==> src/core/emgsr_pkg.sv <==
// Constants and types shared by the external memory global status and reset block.
// Assumes a single 10 MHz clock domain and a 16-bit I/O-mapped register port.
package emgsr_pkg;

	// ----------------------------------------------------------------------
	// Register port
	// ----------------------------------------------------------------------
	localparam int REG_ADDR_W = 2;
	localparam int REG_DATA_W = 16;
	localparam logic [REG_ADDR_W-1:0] GLOBAL_CTRL_IDX = 2'h0;
	localparam logic [REG_ADDR_W-1:0] SOFT_RESET_IDX = 2'h1;
	localparam logic [REG_ADDR_W-1:0] ERR_STATUS_IDX = 2'h2;

	// ----------------------------------------------------------------------
	// Field layouts and reset values
	// ----------------------------------------------------------------------
	localparam int CTRL_REQ_PIN_BIT = 2;
	localparam int CTRL_GRANT_PIN_BIT = 1;
	localparam int CTRL_REQ_DIS_BIT = 0;
	// Writable configuration bits kept in the control register (10:9, 7, 5, 4).
	localparam logic [REG_DATA_W-1:0] CTRL_CFG_MASK = 16'h06B0;
	localparam logic [REG_DATA_W-1:0] CTRL_RESET = 16'h0000;
	localparam logic [REG_DATA_W-1:0] ERR_RESET = 16'h0000;
	localparam int ERR_TIME_BIT = 12;
	localparam int ERR_SPACE_LSB = 7;
	localparam int ERR_DMA_BIT = 6;
	localparam int ERR_FB_BIT = 5;
	localparam int ERR_EB_BIT = 4;
	localparam int ERR_DB_BIT = 3;
	localparam int ERR_CB_BIT = 2;
	localparam int ERR_PB_BIT = 0;

	// ----------------------------------------------------------------------
	// Requesters and chip-select spaces
	// ----------------------------------------------------------------------
	localparam int NUM_REQ = 6;
	localparam int NUM_SPACE = 4;
	localparam int SRC_W = 3;
	localparam int SPACE_W = 2;
	localparam logic [SRC_W-1:0] SRC_PB = 3'h0;
	localparam logic [SRC_W-1:0] SRC_CB = 3'h1;
	localparam logic [SRC_W-1:0] SRC_DB = 3'h2;
	localparam logic [SRC_W-1:0] SRC_EB = 3'h3;
	localparam logic [SRC_W-1:0] SRC_FB = 3'h4;
	localparam logic [SRC_W-1:0] SRC_DMA = 3'h5;

	// ----------------------------------------------------------------------
	// Timing
	// ----------------------------------------------------------------------
	localparam int CLK_PERIOD_NS = 100;
	localparam int TIMEOUT_NS = 12800;
	localparam int TIMEOUT_CYC = TIMEOUT_NS / CLK_PERIOD_NS;
	localparam int HOLD_W = 4;

	typedef enum logic [1:0] {ST_IDLE, ST_STROBE, ST_HOLD, ST_BUSHELD} emgsr_state_t;

endpackage : emgsr_pkg

==> src/core/emgsr_sync.sv <==
// Two-flop synchroniser for pin levels entering the ref_clk domain.
// Assumes the inputs are asynchronous levels; pulses shorter than a cycle may be lost.
`timescale 1ns/1ns
module emgsr_sync #(
	parameter int WIDTH = 1,
	parameter logic [WIDTH-1:0] RST_VAL = '0
) (
	input wire logic ref_clk,
	input wire logic nrst,
	input wire logic [WIDTH-1:0] asyncIn,
	output logic [WIDTH-1:0] syncOut
);
	logic [WIDTH-1:0] stage1_r;

	always_ff @(posedge ref_clk) begin
		if (!nrst) begin
			stage1_r <= RST_VAL;
			syncOut <= RST_VAL;
		end else begin
			stage1_r <= asyncIn;
			syncOut <= stage1_r;
		end
	end
endmodule : emgsr_sync

==> src/core/emgsr_core.sv <==
// Global housekeeping of the external memory interface: control and status,
// soft reset, bus error capture and the access sequencer they act on.
// Assumes pins are asynchronous and registers are reached over a 16-bit I/O port.
//
// Behaviour
// - Control bit 2 shows live request pin.
// - Control bit 1 shows grant pin level.
// - Control bit 0 set blocks all bus grants.
// - Soft reset write clears sequencer and pending requests.
// - Soft reset leaves configuration values untouched.
// - Soft reset register is write-only, 16 bits.
// - Error register captures asynchronous access time-outs.
// - Write to 8-bit asynchronous space is error.
// - Error ends access, runs programmed hold cycles.
// - DMA error flushes all pending DMA requests.
// - Error sets chip-select space bit 10..7.
// - Error sets requester bit 6..2 or 0.
// - Time-out also sets bit 12.
// - Long write error sets only E-bus bit.
// - Long read error sets only D-bus bit.
// - Dual access may set either or both bits.
// - Reading error register clears it.
// - Later errors OR into held bits.
// - CPU-bus error raises bus-error interrupt request.
// - DMA time-out signals DMA, not CPU.
`timescale 1ns/1ns
module emgsr_core
	import emgsr_pkg::*;
#(
	parameter int TIMEOUT_CYCLES = TIMEOUT_CYC
) (
	input wire logic ref_clk,
	input wire logic nrst,
	input wire logic [REG_ADDR_W-1:0] regAddr,
	input wire logic regWrEn,
	input wire logic regRdEn,
	input wire logic [REG_DATA_W-1:0] regWdata,
	output logic [REG_DATA_W-1:0] regRdata,
	input wire logic accValid,
	input wire logic [SRC_W-1:0] accSrc,
	input wire logic [SPACE_W-1:0] accSpace,
	input wire logic accWrite,
	output logic [NUM_REQ-1:0] pendVec,
	output logic accRefused,
	output logic accDone,
	output logic accErr,
	input wire logic [NUM_SPACE-1:0] space8Async,
	input wire logic [HOLD_W-1:0] holdCycles,
	input wire logic extBusReqN,
	input wire logic memReady,
	output logic extBusGrantN,
	output logic extStrobe,
	output logic [SPACE_W-1:0] extSpace,
	output logic extWrite,
	output logic [REG_DATA_W-1:0] cfgBits,
	output logic busErrIrq,
	output logic dmaTimeout
);

	// ----------------------------------------------------------------------
	// Elaboration checks
	// ----------------------------------------------------------------------
	localparam int TO_W = $clog2(TIMEOUT_CYCLES + 1);
	// One counter serves both the strobe time-out and the hold count.
	localparam int CNT_W = (TO_W > HOLD_W) ? TO_W : HOLD_W;

	if (TIMEOUT_CYCLES < 2 || TIMEOUT_CYCLES > 65535) begin : gTimeoutCheck
		$error("TIMEOUT_CYCLES must lie between 2 and 65535");
	end

	// ----------------------------------------------------------------------
	// Pin synchronisation
	// ----------------------------------------------------------------------
	logic [1:0] pinSync;
	logic busReqNSync;
	logic readySync;

	// Request idles high; ready idles low so no access completes early.
	emgsr_sync #(
		.WIDTH(2),
		.RST_VAL(2'b01)
	) uPinSync (
		.ref_clk(ref_clk),
		.nrst(nrst),
		.asyncIn({memReady, extBusReqN}),
		.syncOut(pinSync)
	);
	assign busReqNSync = pinSync[0];
	assign readySync = pinSync[1];

	// ----------------------------------------------------------------------
	// Register decode
	// ----------------------------------------------------------------------
	logic ctrlWr;
	logic softRst;
	logic errRd;
	logic reqDisable_r;
	logic [REG_DATA_W-1:0] cfgStore_r;
	logic [REG_DATA_W-1:0] errStatus_r;
	logic [REG_DATA_W-1:0] errStatus_nxt;
	logic [REG_DATA_W-1:0] errSet;
	logic [REG_DATA_W-1:0] ctrlView;

	assign ctrlWr = regWrEn && (regAddr == GLOBAL_CTRL_IDX);
	// Any data value triggers the soft reset; nothing is stored.
	assign softRst = regWrEn && (regAddr == SOFT_RESET_IDX);
	assign errRd = regRdEn && (regAddr == ERR_STATUS_IDX);

	// Configuration lives only here and ignores the soft reset.
	always_ff @(posedge ref_clk) begin
		if (!nrst) begin
			reqDisable_r <= CTRL_RESET[CTRL_REQ_DIS_BIT];
			cfgStore_r <= CTRL_RESET;
		end else if (ctrlWr) begin
			reqDisable_r <= regWdata[CTRL_REQ_DIS_BIT];
			cfgStore_r <= regWdata & CTRL_CFG_MASK;
		end
	end

	always_comb begin
		ctrlView = cfgStore_r;
		ctrlView[CTRL_REQ_PIN_BIT] = busReqNSync;
		ctrlView[CTRL_GRANT_PIN_BIT] = extBusGrantN;
		ctrlView[CTRL_REQ_DIS_BIT] = reqDisable_r;
	end

	// Read data is registered: it appears one cycle after the read strobe.
	always_ff @(posedge ref_clk) begin
		if (!nrst) begin
			regRdata <= 16'h0000;
		end else if (regRdEn) begin
			unique case (regAddr)
				GLOBAL_CTRL_IDX: regRdata <= ctrlView;
				ERR_STATUS_IDX: regRdata <= errStatus_r;
				// The soft reset register cannot be read; it returns zero.
				default: regRdata <= 16'h0000;
			endcase
		end
	end

	assign cfgBits = cfgStore_r;

	// ----------------------------------------------------------------------
	// Pending request slots
	// ----------------------------------------------------------------------
	emgsr_state_t state_r;
	logic [NUM_REQ-1:0] pendValid_r;
	logic [SPACE_W-1:0] pendSpace_r [NUM_REQ];
	logic pendWrite_r [NUM_REQ];
	logic startAcc;
	logic [SRC_W-1:0] pickIdx;
	logic anyPend;
	logic dmaFlush;

	// One slot per requester; a long access is one request in one slot, while
	// a dual access arrives as two requests in two slots.
	for (genvar i = 0; i < NUM_REQ; i++) begin : gSlot
		logic hit;
		assign hit = accValid && (accSrc == SRC_W'(i)) && !pendValid_r[i];
		always_ff @(posedge ref_clk) begin
			if (!nrst) begin
				pendValid_r[i] <= 1'b0;
				pendSpace_r[i] <= '0;
				pendWrite_r[i] <= 1'b0;
			end else if (softRst) begin
				pendValid_r[i] <= 1'b0;
			end else if (hit) begin
				pendValid_r[i] <= 1'b1;
				pendSpace_r[i] <= accSpace;
				pendWrite_r[i] <= accWrite;
			end else if (startAcc && pickIdx == SRC_W'(i)) begin
				pendValid_r[i] <= 1'b0;
			end else if (dmaFlush && SRC_W'(i) == SRC_DMA) begin
				pendValid_r[i] <= 1'b0;
			end
		end
	end

	assign pendVec = pendValid_r;

	always_ff @(posedge ref_clk) begin
		if (!nrst) begin
			accRefused <= 1'b0;
		end else begin
			accRefused <= accValid && (softRst || accSrc >= SRC_W'(NUM_REQ)
				|| pendValid_r[accSrc]);
		end
	end

	// Lowest index wins: the program bus first, the DMA controller last.
	always_comb begin
		pickIdx = '0;
		anyPend = 1'b0;
		for (int k = NUM_REQ - 1; k >= 0; k--) begin
			if (pendValid_r[k]) begin
				pickIdx = SRC_W'(k);
				anyPend = 1'b1;
			end
		end
	end

	// ----------------------------------------------------------------------
	// Access sequencer
	// ----------------------------------------------------------------------
	logic [SRC_W-1:0] curSrc_r;
	logic [CNT_W-1:0] cnt_r;
	logic grantOk;
	logic badWrite;
	logic timeoutHit;
	logic errEv;
	logic errTime;

	assign grantOk = !busReqNSync && !reqDisable_r;
	assign badWrite = pendWrite_r[pickIdx] && space8Async[pendSpace_r[pickIdx]];
	// A grant is taken only from idle, so an access under way finishes unless a soft reset aborts it.
	assign startAcc = (state_r == ST_IDLE) && !softRst && !grantOk && anyPend;
	assign timeoutHit = (state_r == ST_STROBE) && !readySync
		&& (cnt_r == CNT_W'(TIMEOUT_CYCLES - 1));
	assign errEv = !softRst && ((startAcc && badWrite) || timeoutHit);
	assign errTime = timeoutHit;
	assign dmaFlush = errEv && ((startAcc ? pickIdx : curSrc_r) == SRC_DMA);

	always_ff @(posedge ref_clk) begin
		if (!nrst) begin
			state_r <= ST_IDLE;
			curSrc_r <= '0;
			cnt_r <= '0;
			extSpace <= '0;
			extWrite <= 1'b0;
		end else if (softRst) begin
			state_r <= ST_IDLE;
			cnt_r <= '0;
		end else begin
			unique case (state_r)
				ST_IDLE: begin
					cnt_r <= '0;
					if (grantOk) begin
						state_r <= ST_BUSHELD;
					end else if (anyPend) begin
						curSrc_r <= pickIdx;
						extSpace <= pendSpace_r[pickIdx];
						extWrite <= pendWrite_r[pickIdx];
						// An unsupported write never drives a strobe.
						state_r <= badWrite ? ST_HOLD : ST_STROBE;
					end
				end
				ST_STROBE: begin
					if (readySync || timeoutHit) begin
						state_r <= ST_HOLD;
						cnt_r <= '0;
					end else begin
						cnt_r <= cnt_r + CNT_W'(1);
					end
				end
				ST_HOLD: begin
					if (cnt_r >= CNT_W'(holdCycles)) begin
						state_r <= ST_IDLE;
						cnt_r <= '0;
					end else begin
						cnt_r <= cnt_r + CNT_W'(1);
					end
				end
				ST_BUSHELD: begin
					if (busReqNSync || reqDisable_r) begin
						state_r <= ST_IDLE;
					end
				end
			endcase
		end
	end

	// ----------------------------------------------------------------------
	// Pin and completion outputs
	// ----------------------------------------------------------------------
	always_ff @(posedge ref_clk) begin
		if (!nrst) begin
			extBusGrantN <= 1'b1;
			extStrobe <= 1'b0;
			accDone <= 1'b0;
			accErr <= 1'b0;
		end else begin
			extBusGrantN <= !(state_r == ST_IDLE && grantOk && !softRst)
				&& !(state_r == ST_BUSHELD && !busReqNSync && !reqDisable_r
				&& !softRst);
			extStrobe <= !softRst && ((startAcc && !badWrite)
				|| (state_r == ST_STROBE && !readySync && !timeoutHit));
			accDone <= !softRst && state_r == ST_HOLD && cnt_r >= CNT_W'(holdCycles);
			accErr <= errEv;
		end
	end

	// ----------------------------------------------------------------------
	// Error status capture
	// ----------------------------------------------------------------------
	logic [SRC_W-1:0] errSrc;
	logic [SPACE_W-1:0] errSpace;

	assign errSrc = startAcc ? pickIdx : curSrc_r;
	assign errSpace = startAcc ? pendSpace_r[pickIdx] : extSpace;

	always_comb begin
		errSet = 16'h0000;
		if (errEv) begin
			errSet[ERR_SPACE_LSB + int'(errSpace)] = 1'b1;
			// Each slot owns one requester bit, so a long access marks only its
			// own bus and a dual access marks whichever of its two slots failed.
			unique case (errSrc)
				SRC_PB: errSet[ERR_PB_BIT] = 1'b1;
				SRC_CB: errSet[ERR_CB_BIT] = 1'b1;
				SRC_DB: errSet[ERR_DB_BIT] = 1'b1;
				SRC_EB: errSet[ERR_EB_BIT] = 1'b1;
				SRC_FB: errSet[ERR_FB_BIT] = 1'b1;
				SRC_DMA: errSet[ERR_DMA_BIT] = 1'b1;
				default: errSet[ERR_PB_BIT] = 1'b0;
			endcase
			errSet[ERR_TIME_BIT] = errTime;
		end
	end

	// A new error in the same cycle as the clearing read survives the read.
	assign errStatus_nxt = (errRd ? ERR_RESET : errStatus_r) | errSet;

	always_ff @(posedge ref_clk) begin
		if (!nrst) begin
			errStatus_r <= ERR_RESET;
		end else begin
			errStatus_r <= errStatus_nxt;
		end
	end

	// ----------------------------------------------------------------------
	// Error signalling
	// ----------------------------------------------------------------------
	always_ff @(posedge ref_clk) begin
		if (!nrst) begin
			busErrIrq <= 1'b0;
			dmaTimeout <= 1'b0;
		end else begin
			busErrIrq <= errEv && errSrc != SRC_DMA;
			// A DMA write to an 8-bit space is logged but raises no signal here.
			dmaTimeout <= errEv && errTime && errSrc == SRC_DMA;
		end
	end

endmodule : emgsr_core

==> config.mk <==
export PLATFORM = sky130hd
export DESIGN_NAME = emgsr_core
export DESIGN_NICKNAME = d
export VERILOG_FILES = /design/src/core/emgsr_pkg.sv /design/src/core/emgsr_sync.sv /design/src/core/emgsr_core.sv
export SDC_FILE = /design/constraint.sdc
export NUM_CORES = 1
export LEC_CHECK = 0
export ABC_AREA = 1
export BUFFER_PORTS_ARGS = -buffer_cell sky130_fd_sc_hd__clkbuf_2
export CAP_MARGIN = 20
export CORE_ASPECT_RATIO = 1.2
export CORE_MARGIN = 2
export CORE_UTILIZATION = 50
export DETAILED_ROUTE_END_ITERATION = 12
export MAX_ROUTING_LAYER = met4
export PLACE_DENSITY_LB_ADDON = 0.08
export SETUP_SLACK_MARGIN = 0.3
export SLEW_MARGIN = 20
export SYNTH_ARGS = -nofsm -noshare
export SYNTH_HDL_FRONTEND = slang
export SYNTH_SLANG_ARGS = --single-unit
export TNS_END_PERCENT = 100
==> constraint.sdc <==
create_clock -name ref_clk -period 5.15 [get_ports ref_clk]
set_clock_uncertainty 0.05 [all_clocks]
set_input_delay 0.515 -clock ref_clk [delete_from_list [all_inputs] [get_ports ref_clk]]
set_output_delay 0.515 -clock ref_clk [all_outputs]
set_load 0.05 [all_outputs]
==> out/metrics.cfg <==
[routing]
antenna_left = 0
routed_wl_um = 9145
first_iter_violations = 151
num_vias = 3644
vias_per_cell = 5.040
drt-wirelength-per-cell_um = 12.65
drc = 0
drt-pass1-iter-count = 5

[logic_synthesis]
yosysWarnings = 0
syn_inst = 561
syn_area_sq_um = 4170
synth_compound_area_share_pct = 7.171
avgSynthCellArea_sq_um = 7.434
yosysTopAreaCell = dfxtp_1
synthMuxAreaShare_pct = 0
synth_top_family_by_area = simple AND/OR/NAND/NOR gates
synth_area_leaders = dfxtp_1 35%, edfxtp_1 12%, nand2_1 11%
yosys.area_share.simple_pct = 31.83
ys_seq_elements = 89
synthAdderAreaFrac_pct = 2.700
synth_xor_area_share_pct = 0.2100
synth.distinct_cells = 37
ys_seq_area_share_pct = 46.80
synth_top_area_share_pct = 34.56

[clocking]
root_buffer = clkbuf_8
post_cts_resized = 0
cts_tree = yes
clk_transition_reported_paths_ps = 90
clk-insertion-delay-late_ps = 370
cts_hold_buffers = 0
cts_buffer_depth = 2
cts_buffers = 9
post-cts-setup-buffers = 0
cts_max_level = 3
cts_num_sinks = 89

[final_layout]
antennaDiodeCount = 0
fin_nets = 671
seq_area_sq_um = 1952
fillCellCount = 773
fin_cells = 723
areaGrowthSynthToFinish_pct = 12.63
layout-drive-gt1-share_pct = 16.56
layout_commonest_cell = nand2_1
final_cell_mix = 125 x nand2_1, 82 x inv_1, 72 x dfxtp_1
multi_input_area_sq_um = 1789
fin_area_sq_um = 4697

[timing]
tns_ps = 0
drv_slew = 0
finalSetupViolCount = 0
fin_crit_sh_pct = 49.25
rsz0062_at_grt = no
hold_violations = 0
period_minus_slack_ps = 2537
relSlewSlack_pct = 51.80
tightest_slew_ps = 720.3
fmax_mhz = 394.2

[pwr]
leakage_nw = 2.374
clkPwrFrac_pct = 28.9
pwr-share-seq_pct = 50.3
p_int_w = 0.001006
ir_drop_uv = 178.2
netSwitchingFraction_pct = 33.88
p_per_area_nw_per_um2 = 324.1
p_sw_w = 0.0005157
power_frac_comb_pct = 20.8

[place]
place_inst = 707
portBuffers = 65
dp_hpwl_um = 6891
globalplace.congestion = 1.003
place_area_sq_um = 4519

[worst_setup_path]
critPathMaxFanout = 52
r2r_cells = 15
required_ps = 5380
cp-start-kind = primary input
worst_r2r_endpoint = pendVec[5]
r2r-start = state_r[0]
cp-startpoint = nrst
cp-end-kind = register
cp_data_arrival_time_ps = 2770
r2r_slack_ps = 2830
path_class = in2reg
crit_end = pendVec[0]

[floorplan]
die_x_um = 87.37
die_area_sq_um = 9090
dieHeight_um = 104.0
num_rows = 36
initial_core_util_pct = 51.44
ios = 87
coreArea_sq_um = 8108

[global_route]
track_usage_pct = 21.24
grt_start_max_net_pins = 53
overflow = 0
antenna_found_initial = 0
grt_pass1_wl_um = 14950
grt_pass1_vias = 3362

[min_path]
hp-class = in2reg

[flow_run]
maxCapViolCount = 0

[outcome]
status = complete, no violations

==> worst min-delay path by stage <==
stage / startpoint / endpoint / slack, ps / depth (start not counted)
CTS: extBusReqN / uPinSync.stage1_r[0] / 260 / 2
floorplan: uPinSync.stage1_r[1] / uPinSync.syncOut[1] / 340 / 2
global route: extBusReqN / uPinSync.stage1_r[0] / 280 / 2
detailed placement: uPinSync.stage1_r[1] / uPinSync.syncOut[1] / 350 / 2
finish: extBusReqN / uPinSync.stage1_r[0] / 280 / 2
global placement: uPinSync.stage1_r[1] / uPinSync.syncOut[1] / 350 / 2
==> flip-flops by register name, summed over array words and instances, names as in the netlist, 3 cells and up <==
signal,cells
pendVec,6
pendSpace_r,12
errStatus_r,16
cfgBits,5
curSrc_r,3
pendWrite_r,6
regRdata,16
cnt_r,8
==> stage by stage <==
step	utilization [%]	total power [W]	hold slack, ps	setup slack [ps]
after floorplan	-	0.001029	340.5	3011
after global placement	55.74	0.001093	352.3	2258
after detailed placement	55.74	0.001098	354.2	2245
after CTS	57.93	0.001535	260.7	2633
after global routing	57.93	0.001603	275.1	2343
final	57.93	0.001522	275.2	2613
==> layer usage <==
layer	global-route usage (%)	share of wire, %
met1	25.79	45
met2	33.77	48
met3	4.048	3.8
met4	9.780	2.9
met5	-	0
==> synth_stat cells (all sizes together) <==
cell type,number
a21o,1
nor3,12
o221ai,1
inv,85
clkbuf,12
o31ai,3
xnor2,1
conb,1
o211ai,2
o21ai,24
nand2,132
dfxtp,72
nand3,72
edfxtp,17
ha,9
or2,3
o21bai,1
nand4,3
a211oi,1
a31oi,1
nor4,5
o22ai,3
a21oi,17
buf,14
nand3b,3
nor2,66
==> cells by family (layout without fill, tap and decap cells) <==
logic type / count (synthesis) / count (layout)
simple gates: 296 / 296
other cells: 1 / 11
compound gates: 54 / 54
flops: 89 / 89
buf+inv: 111 / 168
fa+ha+maj: 9 / 9
xor+xnor: 1 / 1
==> final cells by class <==
class,instances,share of cell area [%]
sequential,89,41.56
multi-input combinational,371,38.09
timing repair buffer,67,7.246
inverter,85,6.793
clock buffer,9,2.637
tap,95,2.531
clock inverter,7,1.145
==> worst max-delay path, stage by stage <==
cell and delay (ps):
clkbuf_2 70, buf_4 430, inv_1 370, nor2_1 660, inv_1 400, o31ai_1 310
==> power by group through the flow <==
stage | Sequential, W | Clock [W] | Combinational (W)
floorplan | 0.000823 | 0 | 0.000206
global placement | 0.000781 | 0 | 0.000312
detailed placement | 0.000782 | 0 | 0.000316
CTS | 0.000765 | 0.000452 | 0.000318
global route | 0.000770 | 0.000477 | 0.000356
finish | 0.000765 | 0.000440 | 0.000317
Note: power is estimated with default switching activity, not from simulation.
